$ cat src/adc_config_defines.svh
// Constants for the converter configuration register bank.
`ifndef ADC_CONFIG_DEFINES_SVH
`define ADC_CONFIG_DEFINES_SVH

// ---------------------------------------------------------------
// Register addresses
// ---------------------------------------------------------------
`define ADDR_CTRL      8'h00
`define ADDR_DISTORT   8'h02
`define ADDR_FORMAT    8'h3C
`define ADDR_PAT_HIGH  8'h3E
`define ADDR_PAT_LOW   8'h3F
`define ADDR_REFERENCE 8'h44

// ---------------------------------------------------------------
// Serial word layout and timing
// ---------------------------------------------------------------
`define WORD_BITS      16
`define ADDR_BITS      8
`define DATA_BITS      8
`define CNT_BITS       4
`define CNT_ADDR_DONE  4'h7
`define CNT_LAST       4'hF
`define CNT_ZERO       4'h0
`define CNT_ONE        4'h1
`define SYNC_PINS      4
`define SYNC_RESET_VAL 4'hC
`define PIN_SELECT_N   3
`define PIN_SCLK       2
`define PIN_SERIAL_DATA_IN      1
`define PIN_STRAP      0

// ---------------------------------------------------------------
// Field positions
// ---------------------------------------------------------------
`define CTRL_SOFT_INIT 1
`define CTRL_READBACK  0
`define DIST_BITS      4
`define DIST_HI_MSB    6
`define DIST_HI_LSB    4
`define DIST_LO        0
`define FMT_SRC        7
`define FMT_CHOICE     6
`define PAT_BITS       14
`define PAT_HIGH_LSB   6
`define PAT_LOW_LSB    2
`define REF_SRC        3
`define REF_CHOICE     2

// ---------------------------------------------------------------
// Reset values
// ---------------------------------------------------------------
`define RST_READBACK   1'b0
`define RST_DISTORT    4'h0
`define RST_FMT_SRC    1'b0
`define RST_FMT_CHOICE 1'b0
`define RST_PATTERN    14'h0000
`define RST_REF_SRC    1'b0
`define RST_REF_CHOICE 1'b0
`define DATA_ZERO      8'h00

`endif

$ cat src/adc_config_pkg.sv
// Types shared by the configuration register bank.
`include "adc_config_defines.svh"

package adc_config_pkg;

  typedef struct packed {
    logic                    readback;
    logic [`DIST_BITS-1:0]   distort;
    logic                    fmt_src;
    logic                    fmt_choice;
    logic [`PAT_BITS-1:0]    pattern;
    logic                    ref_src;
    logic                    ref_choice;
  } cfg_s;

  typedef struct packed {
    logic [`ADDR_BITS-1:0]   addr;
    logic [`DATA_BITS-1:0]   data;
  } serial_word_s;

  localparam cfg_s CFG_DEFAULT = '{
    readback:   `RST_READBACK,
    distort:    `RST_DISTORT,
    fmt_src:    `RST_FMT_SRC,
    fmt_choice: `RST_FMT_CHOICE,
    pattern:    `RST_PATTERN,
    ref_src:    `RST_REF_SRC,
    ref_choice: `RST_REF_CHOICE
  };

endpackage : adc_config_pkg

$ cat src/adc_config_register_bank.sv
// Serially programmed configuration register bank of the converter.
//
// Summary of operation
// - Writing one to bit 1 at address 00 restores all defaults, except while readback is selected.
// - Bit 0 at address 00 resets to zero and selects readback.
// - Address 02 bits 6:4 and 0 hold the distortion controls.
// - Bit 7 at 3C picks strap pin (0) or register bit (1).
// - Bit 6 at 3C gives twos complement (0) or offset binary.
// - The format choice bit acts only while its source bit is one.
// - Register 3E bits 7:0 hold pattern bits 13:6.
// - Register 3F bits 7:2 hold pattern bits 5:0.
// - Bit 3 at 44 picks strap pin (0) or register bit (1).
// - Bit 2 at 44 picks internal (0) or external reference.
// - Words of address then data shift in on falling clock edges.
// - In readback only the readback bit is writable and data goes out.
// - The software initialization bit clears itself after use.
`timescale 1ns/1ps

module adc_config_register_bank
  import adc_config_pkg::*;
(
  input  wire logic i_clock,
  input  wire logic i_rstn,
  input  wire logic i_serial_select_n,
  input  wire logic i_serial_clock,
  input  wire logic i_serial_data_in,
  input  wire logic i_format_reference_strap_pin,
  output cfg_s      o_config,
  output logic      o_serial_readback_out,
  output logic      o_output_offset_binary,
  output logic      o_external_reference,
  output logic      o_soft_init_pulse
);

  // ---------------------------------------------------------------
  // Declarations
  // ---------------------------------------------------------------
  logic [`SYNC_PINS-1:0] pins_raw;
  logic [`SYNC_PINS-1:0] sync_meta_q;
  logic [`SYNC_PINS-1:0] sync_q;
  localparam logic [`SYNC_PINS-1:0] sync_reset_val = `SYNC_RESET_VAL;
  logic                  select_n;
  logic                  sclk;
  logic                  serial_data_in;
  logic                  strap;
  logic                  sclk_prev_q;
  logic                  fall;
  logic [`CNT_BITS-1:0]  bit_cnt_q;
  logic [`WORD_BITS-2:0] shift_q;
  serial_word_s          word;
  logic                  word_done;
  logic                  addr_done;
  logic [`DATA_BITS-1:0] rd_shift_q;
  logic                  soft_init_q;
  cfg_s                  cfg_q;
  logic                  offset_binary_q;
  logic                  external_ref_q;

  // ---------------------------------------------------------------
  // Readback decode
  // ---------------------------------------------------------------
  function automatic logic [`DATA_BITS-1:0] reg_read(
    input logic [`ADDR_BITS-1:0] addr,
    input cfg_s                  cfg
  );
    logic [`DATA_BITS-1:0] value;
    value = `DATA_ZERO;
    case (addr)
      `ADDR_CTRL:
        value[`CTRL_READBACK] = cfg.readback;
      `ADDR_DISTORT:
      begin
        value[`DIST_HI_MSB:`DIST_HI_LSB] =
          cfg.distort[`DIST_BITS-1:1];
        value[`DIST_LO] = cfg.distort[0];
      end
      `ADDR_FORMAT:
      begin
        value[`FMT_SRC]    = cfg.fmt_src;
        value[`FMT_CHOICE] = cfg.fmt_choice;
      end
      `ADDR_PAT_HIGH:
        value = cfg.pattern[`PAT_BITS-1:`PAT_HIGH_LSB];
      `ADDR_PAT_LOW:
        value[`DATA_BITS-1:`PAT_LOW_LSB] =
          cfg.pattern[`PAT_HIGH_LSB-1:0];
      `ADDR_REFERENCE:
      begin
        value[`REF_SRC]    = cfg.ref_src;
        value[`REF_CHOICE] = cfg.ref_choice;
      end
      default:
        value = `DATA_ZERO;
    endcase
    return value;
  endfunction : reg_read

  // ---------------------------------------------------------------
  // Pin synchronisers
  // ---------------------------------------------------------------
  assign pins_raw = {i_serial_select_n, i_serial_clock,
                     i_serial_data_in, i_format_reference_strap_pin};

  for (genvar g = 0; g < `SYNC_PINS; g++)
  begin : g_sync
    always_ff @(posedge i_clock or negedge i_rstn)
    begin
      if (!i_rstn)
      begin
        sync_meta_q[g] <= sync_reset_val[g];
        sync_q[g]      <= sync_reset_val[g];
      end
      else
      begin
        sync_meta_q[g] <= pins_raw[g];
        sync_q[g]      <= sync_meta_q[g];
      end
    end
  end

  assign select_n = sync_q[`PIN_SELECT_N];
  assign sclk     = sync_q[`PIN_SCLK];
  assign serial_data_in    = sync_q[`PIN_SERIAL_DATA_IN];
  assign strap    = sync_q[`PIN_STRAP];

  // ---------------------------------------------------------------
  // Serial word assembly
  // ---------------------------------------------------------------
  always_ff @(posedge i_clock or negedge i_rstn)
  begin
    if (!i_rstn)
      sclk_prev_q <= 1'b1;
    else
      sclk_prev_q <= sclk;
  end

  assign fall      = sclk_prev_q & ~sclk & ~select_n;
  assign word      = {shift_q, serial_data_in};
  assign addr_done = fall & (bit_cnt_q == `CNT_ADDR_DONE);
  assign word_done = fall & (bit_cnt_q == `CNT_LAST);

  // count and shift on falling edges
  always_ff @(posedge i_clock or negedge i_rstn)
  begin
    if (!i_rstn)
    begin
      bit_cnt_q <= `CNT_ZERO;
      shift_q   <= '0;
    end
    else if (select_n)
    begin
      bit_cnt_q <= `CNT_ZERO;
    end
    else if (fall)
    begin
      bit_cnt_q <= bit_cnt_q + `CNT_ONE;
      shift_q   <= word[`WORD_BITS-2:0];
    end
  end

  // ---------------------------------------------------------------
  // Readback shifter
  // ---------------------------------------------------------------
  // addressed byte goes out MSB first
  always_ff @(posedge i_clock or negedge i_rstn)
  begin
    if (!i_rstn)
      rd_shift_q <= `DATA_ZERO;
    else if (select_n || !cfg_q.readback)
      rd_shift_q <= `DATA_ZERO;
    else if (addr_done)
      rd_shift_q <= reg_read(word[`ADDR_BITS-1:0], cfg_q);
    else if (word_done)
      rd_shift_q <= `DATA_ZERO;
    else if (fall)
      rd_shift_q <= {rd_shift_q[`DATA_BITS-2:0], 1'b0};
  end

  assign o_serial_readback_out = rd_shift_q[`DATA_BITS-1];

  // ---------------------------------------------------------------
  // Software initialization
  // ---------------------------------------------------------------
  // one-cycle pulse, never held
  always_ff @(posedge i_clock or negedge i_rstn)
  begin
    if (!i_rstn)
      soft_init_q <= 1'b0;
    else
      soft_init_q <= word_done & ~cfg_q.readback &
                     (word.addr == `ADDR_CTRL) &
                     word.data[`CTRL_SOFT_INIT];
  end

  assign o_soft_init_pulse = soft_init_q;

  // ---------------------------------------------------------------
  // Register bank
  // ---------------------------------------------------------------
  always_ff @(posedge i_clock or negedge i_rstn)
  begin
    if (!i_rstn)
      cfg_q <= CFG_DEFAULT;
    else if (soft_init_q)
      cfg_q <= CFG_DEFAULT;
    // readback allows only the readback bit
    else if (word_done && cfg_q.readback)
    begin
      if (word.addr == `ADDR_CTRL)
        cfg_q.readback <= word.data[`CTRL_READBACK];
    end
    else if (word_done)
    begin
      case (word.addr)
        `ADDR_CTRL:
          cfg_q.readback <= word.data[`CTRL_READBACK];
        `ADDR_DISTORT:
          cfg_q.distort <= {word.data[`DIST_HI_MSB:`DIST_HI_LSB],
                            word.data[`DIST_LO]};
        `ADDR_FORMAT:
        begin
          cfg_q.fmt_src    <= word.data[`FMT_SRC];
          cfg_q.fmt_choice <= word.data[`FMT_CHOICE];
        end
        `ADDR_PAT_HIGH:
          cfg_q.pattern[`PAT_BITS-1:`PAT_HIGH_LSB] <= word.data;
        `ADDR_PAT_LOW:
          cfg_q.pattern[`PAT_HIGH_LSB-1:0] <=
            word.data[`DATA_BITS-1:`PAT_LOW_LSB];
        `ADDR_REFERENCE:
        begin
          cfg_q.ref_src    <= word.data[`REF_SRC];
          cfg_q.ref_choice <= word.data[`REF_CHOICE];
        end
        default: ;
      endcase
    end
  end

  assign o_config = cfg_q;

  // ---------------------------------------------------------------
  // Format and reference selection
  // ---------------------------------------------------------------
  // choice one is offset binary
  always_ff @(posedge i_clock or negedge i_rstn)
  begin
    if (!i_rstn)
      offset_binary_q <= 1'b0;
    else
      offset_binary_q <= cfg_q.fmt_src ? cfg_q.fmt_choice : strap;
  end

  always_ff @(posedge i_clock or negedge i_rstn)
  begin
    if (!i_rstn)
      external_ref_q <= 1'b0;
    else
      external_ref_q <= cfg_q.ref_src ? cfg_q.ref_choice : strap;
  end

  assign o_output_offset_binary = offset_binary_q;
  assign o_external_reference   = external_ref_q;
endmodule : adc_config_register_bank

$ cat config.mk
export PLATFORM = sky130hd
export DESIGN_NAME = adc_config_register_bank
export DESIGN_NICKNAME = d
export VERILOG_FILES = /design/src/adc_config_pkg.sv /design/src/adc_config_register_bank.sv
export VERILOG_INCLUDE_DIRS = /design/src
export SDC_FILE = /design/constraint.sdc
export NUM_CORES = 1
export LEC_CHECK = 0
export BUFFER_PORTS_ARGS = -buffer_cell sky130_fd_sc_hd__buf_4
export CAP_MARGIN = 20
export CORE_UTILIZATION = 50
export CTS_CLUSTER_SIZE = 40
export DETAILED_ROUTE_END_ITERATION = 7
export HOLD_SLACK_MARGIN = 0.1
export PLACE_DENSITY = 0.66
export SYNTH_ARGS = -nofsm -noshare
export SYNTH_HDL_FRONTEND = slang
export SYNTH_SLANG_ARGS = --single-unit
$ cat constraint.sdc
create_clock -name i_clock -period 3.2 [get_ports i_clock]
set_input_delay 0.16 -clock i_clock [delete_from_list [all_inputs] [get_ports i_clock]]
set_output_delay 0.16 -clock i_clock [all_outputs]
set_load 0.02 [all_outputs]
# Yosys cells after proc, flatten, opt, wreduce, memory -nomap -nowiden
# Index checks and enable logic that the tools add are counted.
# totals
out_inout_bits	27
in_bits	6
ff_bits	62
elab_cells	91
# classes
bitwise	10
mux	24
n_eq_ne	13
reduce_logical	20
n_addsub	1
# ops
op	n
$eq A8 B6 Y1 const B	6
$mux W23	2
$mux W8	5
$mux W22	1
$eq A8 B2 Y1 const B	2
$eq A8 B7 Y1 const B	2
$logic_not A8 Y1	2
$reduce_and A3 Y1	5
$reduce_bool A2 Y1	7
$mux W4	3
$pmux W2 S3	2
$and A1 B1 Y1	7
$mux W6	1
$pmux W1 S3	2
$mux W1	5
$add A4 B1 Y4 const B	1
$eq A4 B3 Y1 const B	1
$eq A4 B4 Y1 const B	1
$mux W2	2
$pmux W1 S4	1
$reduce_bool A4 Y1	1
$not A1 Y1	3
$reduce_bool A3 Y1	1
$ne A2 B2 Y1 const B	1
other kinds (4)	4

# Logic depth before layout (Yosys ltp)
# Gate-level depths: netlist of run 1.
# logic_depth
ltp_word	7
depth_mapped	6
depth_no_buf	5

# Worst setup path before layout of run 1
# OpenSTA, ideal clock, no wires.
# synth_path
path_type	reg-to-reg
from	register bit_cnt_q[0]
to	register rd_shift_q[6]
setup_slack_ns	1.399
stages_incl_launch_ff	6
synth_period_minus_slack_ns	1.801
required_time_ns	3.120
n_path_buf	0
arrival_ns	1.721
setup_time_ns	0.080
path_cell_list	dfrtp_1 > ha_1 > nand4b_1 > or4_4 > or4_4 > o211ai_2
# synth_between
elab_chain_cells	5
elab_cells_between_ends	8
classes_between	eq/ne (2); mux (3); bitwise (2); reduce/logical (1)
# synth_lines
element	line	source
start: declaration	adc_config_register_bank.sv:48	logic [`CNT_BITS-1:0] bit_cnt_q;
start signal: assignment	adc_config_register_bank.sv:147	bit_cnt_q <= `CNT_ZERO;
start signal: assignment	adc_config_register_bank.sv:152	bit_cnt_q <= `CNT_ZERO;
start signal: assignment	adc_config_register_bank.sv:156	bit_cnt_q <= bit_cnt_q + `CNT_ONE;
$eq A4 B4 Y1 (no line)	-	
$and A1 B1 Y1	adc_config_register_bank.sv:140	assign word_done = fall & (bit_cnt_q == `CNT_LAST);
$mux W8	adc_config_register_bank.sv:173	else if (word_done)
$mux W8	adc_config_register_bank.sv:171	else if (addr_done)
$mux W8	adc_config_register_bank.sv:169	else if (select_n || !cfg_q.readback)
end signal: assignment	adc_config_register_bank.sv:170	rd_shift_q <= `DATA_ZERO;
end signal: assignment	adc_config_register_bank.sv:172	rd_shift_q <= reg_read(word[`ADDR_BITS-1:0], cfg_q);
end signal: assignment	adc_config_register_bank.sv:174	rd_shift_q <= `DATA_ZERO;
end: declaration	adc_config_register_bank.sv:53	logic [`DATA_BITS-1:0] rd_shift_q;
# Parallel ways exist; a longest one is shown, timed or not.
# A chain may end at the register's enable or synchronous reset.

# Final worst setup path of run 1
# layout_path
from	register cfg_q (netlist bit o_config[22])
to	register cfg_q (netlist bit o_config[8])
# layout_between
elab_chain_cells	3
# layout_lines
element	line	source
start: declaration	adc_config_register_bank.sv:55	cfg_s cfg_q;
$logic_and A1 B1 Y1	adc_config_register_bank.sv:207	else if (word_done && cfg_q.readback)
$ne A2 B2 Y1 (no line)	-	
$reduce_and A3 Y1 (no line)	-	
# No other way between the ends.

==> run summary, run 1 <==
minimum clock period = 2.05 ns
CTS Buf Count = 9
#FFs+latches synth = 62
DRT iter0 DRCs = 173
Critical Path Source Type = flip-flop
Port Buffers = 32
worst min-delay path category = reg2reg
final max-slew violation count = 0
clock-pin slew on the worst setup and hold paths = 0.07 ns
synth warn = 0
number of vias per cell = 5.79
number of global-route vias before repair = 2124
largest cells by area after synthesis = dfrtp_1 (49%), mux2_2 (7.0%), mux2i_1 (6.6%)
Setup TNS = 0 ns
main flop type after synthesis = dfrtp_1
Peak supply drop = 0.000463 V
synth unique cells = 48
final hold vios = 0
Antenna Cells = 0
final period utilization = 0.641
final instance area = 3460 sq um
critical path class = reg2reg
clk_lat worst skew = 0.35 ns
Register-to-Register Path Depth = 4
uppermost layer routed = met4
Ports = 33
Mapped Nets = 257
# DRC = 0
CP arrival = 2.30 ns
worst hold start = sync_meta_q[1]$_DFF_PN0_
Final nets = 295
share of the synthesized area in the top cell type = 0.495
r2r startpoint = o_config[22]$_DFFE_PN0P_
FP Rows = 27
reg2reg setup slack = 1.15 ns
r2r endpoint = o_config[8]$_DFFE_PN0P_
Max-cap violations = 0
filler cell count = 476
first-pass GRT wire length = 10.7 mm
gpl congestion = 0.856
metal2 WL = 2.91 mm
Total Wirelength = 6.45 mm
H-tree levels = 3
HPWL Detailed = 4.41 mm
Starting Density = 0.520
Wirelength per Cell = 17.7 microns
Syn Inst Count = 250
Hold Path End = serial_data_in$_DFF_PN0_
Fmax achieved = 0.488 GHz
placed inst area = 3180 sq um
Least-Margin Pin Slew = 0.934 ns
clk buf depth = 2
Tot GR Track Use = 0.236
required time worst endpoint = 3.45 ns
total leakage power = 0.00164 uW
area leader, netlist = dfrtp_1
remaining antenna violation count = 0
pwr dens = 550 nW/um^2
setup bufs post-CTS = 0
clock skew = 0.00615 ns
unrepaired setup endpoints after global routing = no
status = completed
met1 wire length = 3.17 mm
CP Max Fanout = 11
Setup Viol. Count Final = 0
most common cell in the netlist = dfrtp_1
initial antenna violation count = 0
top cells by count, synth = dfrtp_1 (57), o21ai_0 (20), mux2i_1 (19), nand2b_1 (19), mux2_2 (18)
CP endpoint kind = flip-flop
clock sinks = 62
root buffer cell = clkbuf_8
Slew headroom = 0.378
die width = 77.9 microns
Hold Crit Depth = 0
Via Count = 2114
share of post-route cells with drive strength above 1 = 0.280
Mapped Area = 2880 sq um
router iterations before antenna repair = 4
Seq/Total Area, Yosys = 0.540
CTS tree = yes
Async S/R FF share, synth = 1.00
DIE AREA = 6070 sq um
grt total ovfl = 0
met3 wire len = 276 microns
syn_area_per_cell = 11.5 sq um
Post-synth EDFFs = 0
largest net degree at the start of global routing = 63
DIE HEIGHT = 77.9 microns
area added between synthesis and finish = 20.2%
core area = 5540 sq um
[worst max-delay path, stage by stage, from the launching register on]
cell and delay (ns):
dfrtp_1 0.45, nor3b_1 0.41, nand3_1 0.41, or2_2 0.48, o31ai_1 0.20
[cells in the final DEF, fill, tap and decap left out, drive strengths merged, types with 3 or more instances in the layout]
master,netlist,layout
a22oi,4,4
buf,1,33
bufinv,0,3
clkbuf,10,9
clkinv,0,3
dfrtp,57,57
dfstp,5,5
dlygate4sd3,0,5
mux2,18,18
mux2i,19,19
nand2,12,12
nand2b,19,19
nand3,4,4
nand4,5,5
nor2,14,14
nor2b,9,9
nor3,3,3
nor3b,3,3
o21ai,20,20
or2,3,3
or3,4,4
[worst max path at each step]
stage / from / end / slack [ns] / cells after the start
after floorplan: bit_cnt_q[0]$_DFFE_PN0P_ / rd_shift_q[6]$_DFFE_PN0P_ / 1.40 / 5
after global placement: bit_cnt_q[0]$_DFFE_PN0P_ / rd_shift_q[6]$_DFFE_PN0P_ / 1.25 / 5
after detailed placement: o_config[22]$_DFFE_PN0P_ / o_config[8]$_DFFE_PN0P_ / 1.22 / 4
after CTS: o_config[22]$_DFFE_PN0P_ / o_config[8]$_DFFE_PN0P_ / 1.19 / 4
after global routing: o_config[22]$_DFFE_PN0P_ / o_config[8]$_DFFE_PN0P_ / 1.07 / 4
final: o_config[22]$_DFFE_PN0P_ / o_config[8]$_DFFE_PN0P_ / 1.15 / 4
[final cells by class]
cell class / instances / area, sq um / share of cell area
multi-input cells: 175 / 1270 / 0.368
repair buffers: 38 / 298 / 0.0860
clock buffers: 9 / 124 / 0.0358
inverters: 2 / 7.51 / 0.00217
well taps: 72 / 90.1 / 0.0260
flip-flops and latches: 62 / 1560 / 0.450
clock inverters: 7 / 113 / 0.0325
[through the flow]
stage	setup slack [ns]	util	cells	total power, uW	hold WS, ns
after floorplan	1.40	-	250	1020	-0.136
after global placement	1.25	0.574	344	1090	0.269
after detailed placement	1.22	0.574	344	1090	0.269
after CTS	1.19	0.625	365	1920	0.354
after global routing	1.07	0.625	365	1990	0.364
final	1.15	0.625	365	1910	0.352
[report_power, final]
part | switching, uW | total (uW) | internal, uW
logic | 78.9 | 156 | 77.4
registers | 91.0 | 927 | 836
clock network | 309 | 821 | 512
total | 479 | 1910 | 1430
[registers in the layout, summed over array words and instances (netlist names)]
signal and cells:
serial_data_in 1, o_config 23, o_external_reference 1, bit_cnt_q 4, select_n 1, sync_meta_q 4
shift_q 15, sclk_prev_q 1, o_soft_init_pulse 1, o_output_offset_binary 1, rd_shift_q 8, strap 1
sclk 1
[per-layer routing]
layer  GRT usage  vias up
met5           0        -
met4       0.104        0
met3      0.0424       12
met2       0.340       48
met1       0.349     1068
li1            -      986
[cell families after synthesis]
family | synth area share
multiplexers | 0.136
AO/OA/AOI/OAI | 0.0938
adder cells (fa/ha/maj) | 0.00434
buffers and inverters | 0.0174
AND/OR/NAND/NOR | 0.199
flip-flops | 0.540
XOR/XNOR | 0.00912
[timing repair]
action                    CTS  global route
hold buffers                5             0
hold endpoints to repair   61             0
gates resized for setup     0             0
No activity file was read; power rests on OpenSTA's default activity.
==> run 2: changes to the inputs <==
clock period = 2.1 ns   (was 3.2 ns; I/O delays follow)
==> run 2 against run 1 <==
  * Worst hold slack got worse by 0.00098 ns
  * Worst setup slack worse by 0.99 ns
  * Via count shrank 0.71%
  * Clock-buffer cell count is the same
  * Die area stayed put
  * Global-route usage fell by 0.14 points
  * Maximum frequency grew 5.7%
  * Power rose by 41%
  * Clock skew rose by 0.0031 ns
  * Wire length down 0.62%
==> run summary, run 2 (synthesis gave the netlist of run 1 again) <==
CP endpoint kind = flip-flop (unchanged)
unrepaired setup endpoints after global routing = no (unchanged)
Peak supply drop = 0.000473 V (was 0.000463 V)
Critical-path top delay cell = or4_4 (was or2_2)
final max-slew violation count = 0 (unchanged)
Final nets = 303 (was 295)
DIE AREA = 6070 sq um (unchanged)
Power, Total = 2690 uW (was 1910 uW)
Antenna Cells = 0 (unchanged)
H-tree levels = 3 (unchanged)
# DRC = 0 (unchanged)
Setup Viol. Count Final = 0 (unchanged)
CTS Buf Count = 9 (unchanged)
Starting Density = 0.520 (unchanged)
reg2reg setup slack = 0.16 ns (was 1.15 ns)
remaining antenna violation count = 0 (unchanged)
final hold vios = 0 (unchanged)
final core utilization = 0.629 (was 0.625)
most common cell after layout, fill and taps aside = dfrtp_1 (unchanged)
area added between synthesis and finish = 20.8% (was 20.2%)
grt total ovfl = 0 (unchanged)
final period utilization = 0.924 (was 0.641)
Tot GR Track Use = 0.235 (was 0.236)
first-pass GRT wire length = 10.7 mm (about the same)
Least-Margin Pin Slew = 0.789 ns (was 0.934 ns)
minimum clock period = 1.94 ns (was 2.05 ns)
r2r startpoint = bit_cnt_q[0]$_DFFE_PN0P_ (was o_config[22]$_DFFE_PN0P_)
CP cell instances = ha_1 > nand4b_1 > or4_4 > or3b_1 > o211ai_2 (was nor3b_1 > nand3_1 > or2_2 > o31ai_1)
router iterations before antenna repair = 5 (was 4)
DIE HEIGHT = 77.9 microns (unchanged)
Setup TNS = 0 ns (unchanged)
clock skew = 0.00922 ns (was 0.00615 ns)
worst hold start = sync_meta_q[1]$_DFF_PN0_ (unchanged)
Via Count = 2099 (was 2114)
Ports = 33 (unchanged)
core area = 5540 sq um (unchanged)
Critical Path Source Type = flip-flop (unchanged)
Wirelength per Cell = 17.2 microns (was 17.7 microns)
Slew headroom = 0.474 (was 0.378)
number of global-route vias before repair = 2067 (was 2124)
clock-pin slew on the worst setup and hold paths = 0.07 ns (about the same)
DRT iter0 DRCs = 130 (was 173)
CTS tree = yes (unchanged)
max reg flops = 23 (unchanged)
worst min-delay path category = reg2reg (unchanged)
required time worst endpoint = 2.36 ns (was 3.45 ns)
HPWL Detailed = 4.45 mm (was 4.41 mm)
initial antenna violation count = 0 (unchanged)
Buf/Inv on CP = 0 (unchanged)
gpl congestion = 0.848 (was 0.856)
filler cell count = 486 (was 476)
most frequent cells in the layout = dfrtp_1 (57), buf_4 (41), o21ai_0 (20), nand2b_1 (19), mux2i_1 (19) (was dfrtp_1 (57), buf_4 (33), o21ai_0 (20), nand2b_1 (19), mux2i_1 (19))
share of post-route cells with drive strength above 1 = 0.302 (was 0.280)
largest net degree at the start of global routing = 63 (unchanged)
CP arrival = 2.20 ns (was 2.30 ns)
clk buf depth = 2 (unchanged)
Port Buffers = 32 (unchanged)
Total Wirelength = 6.41 mm (was 6.45 mm)
CP delay by family, top = simple AND/OR/NAND/NOR gates (unchanged)
Fin Hold WS = 0.351 ns (was 0.352 ns)
Max-cap violations = 0 (unchanged)
clk_lat worst skew = 0.34 ns (was 0.35 ns)
status = completed (unchanged)
die width = 77.9 microns (unchanged)
total leakage power = 0.00166 uW (was 0.00164 uW)
Fmax achieved = 0.516 GHz (was 0.488 GHz)
setup bufs post-CTS = 0 (unchanged)
pwr dens = 772 nW/um^2 (was 550 nW/um^2)
CP Max Fanout = 5 (was 11)
clock sinks = 62 (unchanged)
critical path class = reg2reg (unchanged)
crit path from = bit_cnt_q[0]$_DFFE_PN0P_ (was o_config[22]$_DFFE_PN0P_)
root buffer cell = clkbuf_8 (unchanged)
number of vias per cell = 5.63 (was 5.79)
FP Rows = 27 (unchanged)
worst stage delay on the critical path = 0.46 ns (was 0.48 ns)
==> run 2: cell types whose count changed in the layout (fill, tap and decap cells not counted) <==
cell and delta:
clkinv_2 +1, bufinv_16 -2, nor3b_2 +1, nor3b_1 -1, buf_4 +8, clkinvlp_4 +1
==> run 2: report_power, final <==
group | total [uW] | switching, uW | internal (uW)
Sequential | 1420 | 143 | 1270
Combinational | 248 | 120 | 128
Clock | 1020 | 483 | 539
==> run 2: layout make-up <==
cell class / instances / area (sq um) / share of cell area
clock buffers: 9 / 124 / 0.0356
inverters: 2 / 7.51 / 0.00216
multi-input cells: 175 / 1280 / 0.368
flip-flops and latches: 62 / 1560 / 0.447
clock inverters: 7 / 65.1 / 0.0187
repair buffers: 46 / 358 / 0.103
well taps: 72 / 90.1 / 0.0259
==> run 2: final timing paths <==
path                                        endpoint  cells after the start
max                        rd_shift_q[6]$_DFFE_PN0P_                      5
max reg2reg                rd_shift_q[6]$_DFFE_PN0P_                      5
min in group asynchronous   bit_cnt_q[3]$_DFFE_PN0P_                      2
min                         serial_data_in$_DFF_PN0_                      0
max in group asynchronous  rd_shift_q[7]$_DFFE_PN0P_                      2
min reg2reg                 serial_data_in$_DFF_PN0_                      0
==> run 2: stage by stage <==
| step | cell area [sq um] | instances | setup WS, ns |
|---|---|---|---|
| floorplan | 2880 | 250 | 0.299 |
| global placement | 3240 | 352 | 0.234 |
| detailed placement | 3240 | 352 | 0.192 |
| CTS | 3480 | 373 | 0.167 |
| global route | 3480 | 373 | 0.0732 |
| finish | 3480 | 373 | 0.160 |
==> run 2: worst reg2reg max path: stages, from the launching register on <==
cell	delay [ns]
dfrtp_1	0.38
ha_1	0.24
nand4b_1	0.16
or4_4	0.46
or3b_1	0.44
o211ai_2	0.18
==> run 2: layer usage <==
metal / GRT usage / up-vias / part of all wire
li1: - / 998 / -
met1: 0.342 / 1042 / 0.49
met2: 0.344 / 48 / 0.45
met3: 0.0353 / 11 / 0.038
met4: 0.111 / 0 / 0.020
met5: 0 / - / 0
==> run 2: timing repair <==
action | in CTS | in global routing
endpoints found under the setup margin | 0 | 1
resized for setup | 0 | 1
hold endpoints to repair | 61 | 0
hold buffers | 5 | 0
==> run 3: changes to the inputs <==
CAP_MARGIN = default   (was 20)
CTS_BUF_LIST = sky130_fd_sc_hd__clkbuf_2   (was default)
==> run 3 against run 2 <==
  * Sequential cell count unchanged
  * First-iteration DRC count up 23%
  * Utilization decreased by 1.4 points
  * Sequential share of layout area increased by 1.0 points
  * Maximum frequency down 0.97%
  * Combinational power is essentially flat
  * Cell count unchanged
  * Critical path depth unchanged
  * Power down 11%
  * Critical endpoint unchanged
  * Wire length shrank 1.2%
  * Global-route usage fell by 0.18 points
  * Register-to-register slack got worse by 0.02 ns
==> run summary, run 3 (synthesis gave the netlist of run 1 again) <==
status = completed (unchanged)
final period utilization = 0.933 (was 0.924)
Peak supply drop = 0.000454 V (was 0.000473 V)
H-tree levels = 3 (unchanged)
worst min-delay path category = in2async (was reg2reg)
clk buf depth = 2 (unchanged)
DRT iter0 DRCs = 160 (was 130)
total leakage power = 0.00163 uW (was 0.00166 uW)
number of global-route vias before repair = 2088 (was 2067)
area added between synthesis and finish = 18.1% (was 20.8%)
Via Count = 2101 (was 2099)
HPWL Detailed = 4.45 mm (unchanged)
clk_lat worst skew = 0.50 ns (was 0.34 ns)
critical path class = reg2reg (unchanged)
DIE HEIGHT = 77.9 microns (unchanged)
Port Buffers = 32 (unchanged)
Final nets = 303 (unchanged)
CP Max Fanout = 5 (unchanged)
final instance area = 3400 sq um (was 3480 sq um)
Slew headroom = 0.488 (was 0.474)
minimum clock period = 1.96 ns (was 1.94 ns)
# DRC = 0 (unchanged)
Setup TNS = 0 ns (unchanged)
Ports = 33 (unchanged)
final hold vios = 0 (unchanged)
final max-slew violation count = 0 (unchanged)
CP cell instances = ha_1 > nand4b_1 > or4_4 > or3b_1 > o211ai_2 (unchanged)
worst stage delay on the critical path = 0.46 ns (about the same)
number of vias per cell = 5.63 (about the same)
root buffer cell = clkbuf_2 (was clkbuf_8)
clock-pin slew on the worst setup and hold paths = 0.18 ns (was 0.07 ns)
grt total ovfl = 0 (unchanged)
Setup Viol. Count Final = 0 (unchanged)
Max-cap violations = 0 (unchanged)
Antenna Cells = 0 (unchanged)
remaining antenna violation count = 0 (unchanged)
FP Rows = 27 (unchanged)
largest net degree at the start of global routing = 63 (unchanged)
CP endpoint kind = flip-flop (unchanged)
max reg flops = 23 (unchanged)
core area = 5540 sq um (unchanged)
setup ws final = 0.141 ns (was 0.160 ns)
Tot GR Track Use = 0.233 (was 0.235)
CTS Buf Count = 9 (unchanged)
placed inst area = 3240 sq um (unchanged)
filler cell count = 494 (was 486)
required time worst endpoint = 2.53 ns (was 2.36 ns)
final core utilization = 0.614 (was 0.629)
Wirelength per Cell = 17.0 microns (was 17.2 microns)
Least-Margin Pin Slew = 0.768 ns (was 0.789 ns)
Fmax achieved = 0.511 GHz (was 0.516 GHz)
Total Wirelength = 6.34 mm (was 6.41 mm)
most frequent cells in the layout = dfrtp_1 (57), buf_4 (41), o21ai_0 (20), nand2b_1 (19), mux2i_1 (19) (unchanged)
most common cell after layout, fill and taps aside = dfrtp_1 (unchanged)
Placement Setup Slack = 0.192 ns (unchanged)
share of post-route cells with drive strength above 1 = 0.302 (unchanged)
initial antenna violation count = 0 (unchanged)
clock sinks = 62 (unchanged)
Starting Density = 0.520 (unchanged)
pwr dens = 700 nW/um^2 (was 772 nW/um^2)
Critical Path Source Type = flip-flop (unchanged)
router iterations before antenna repair = 4 (was 5)
CP arrival = 2.39 ns (was 2.20 ns)
CTS tree = yes (unchanged)
setup bufs post-CTS = 0 (unchanged)
clock skew = 0.0218 ns (was 0.00922 ns)
DIE AREA = 6070 sq um (unchanged)
unrepaired setup endpoints after global routing = no (unchanged)
first-pass GRT wire length = 10.6 mm (was 10.7 mm)
Critical-path top delay cell = or4_4 (unchanged)
gpl congestion = 0.848 (unchanged)
die width = 77.9 microns (unchanged)
run 3: timing repair:
action | in CTS | in global routing
hold endpoints to repair | 66 | 0
hold buffers | 5 | 0
resized for setup | 0 | 1
endpoints found under the setup margin | 0 | 2
run 3: worst max-delay path: cells and delay by family (launching register included):
family	cells	cell delay, ns
compound gates	1	0.17
fa+ha+maj	1	0.25
flops	1	0.42
simple gates	3	1.05
run 3: stage by stage:
stage	total power (uW)	hold slack, ns	std cells
after global placement	1670	0.213	352
after CTS	2400	0.207	373
after detailed placement	1680	0.215	352
after floorplan	1550	-0.191	250
final	2380	0.179	373
after global routing	2480	0.222	373
run 3: layer usage:
layer / track usage / routed length, microns
met5: 0 / 0
met4: 0.120 / 166
met3: 0.0400 / 232
met2: 0.335 / 2850
met1: 0.337 / 3090
run 3: area by class of cell:
class                   count  area, sq um  area share
well taps                  72         90.1      0.0265
flip-flops and latches     62         1560       0.458
repair buffers             46          358       0.105
inverters                   2         7.51     0.00221
clock inverters             7         65.1      0.0191
clock buffers               9         45.0      0.0132
multi-input cells         175         1280       0.376
run 3: power breakdown:
group	switching, uW	internal [uW]	total [uW]
clock	453	266	719
sequential	144	1270	1420
combinational	119	128	246
total	716	1670	2380
run 3: final timing paths:
kind | start | endpoint | slack, ns | depth (start not counted)
hold / removal | i_rstn | bit_cnt_q[3]$_DFFE_PN0P_ | 0.18 | 2
setup reg to reg | bit_cnt_q[0]$_DFFE_PN0P_ | rd_shift_q[6]$_DFFE_PN0P_ | 0.14 | 5
min in group i_clock | i_serial_select_n | sync_meta_q[3]$_DFF_PN1_ | 0.24 | 2
hold reg to reg | sync_meta_q[2]$_DFF_PN1_ | sclk$_DFF_PN1_ | 0.37 | 0
setup / recovery | bit_cnt_q[0]$_DFFE_PN0P_ | rd_shift_q[6]$_DFFE_PN0P_ | 0.14 | 5
max in group asynchronous | i_rstn | o_soft_init_pulse$_DFF_PN0_ | 1.40 | 2
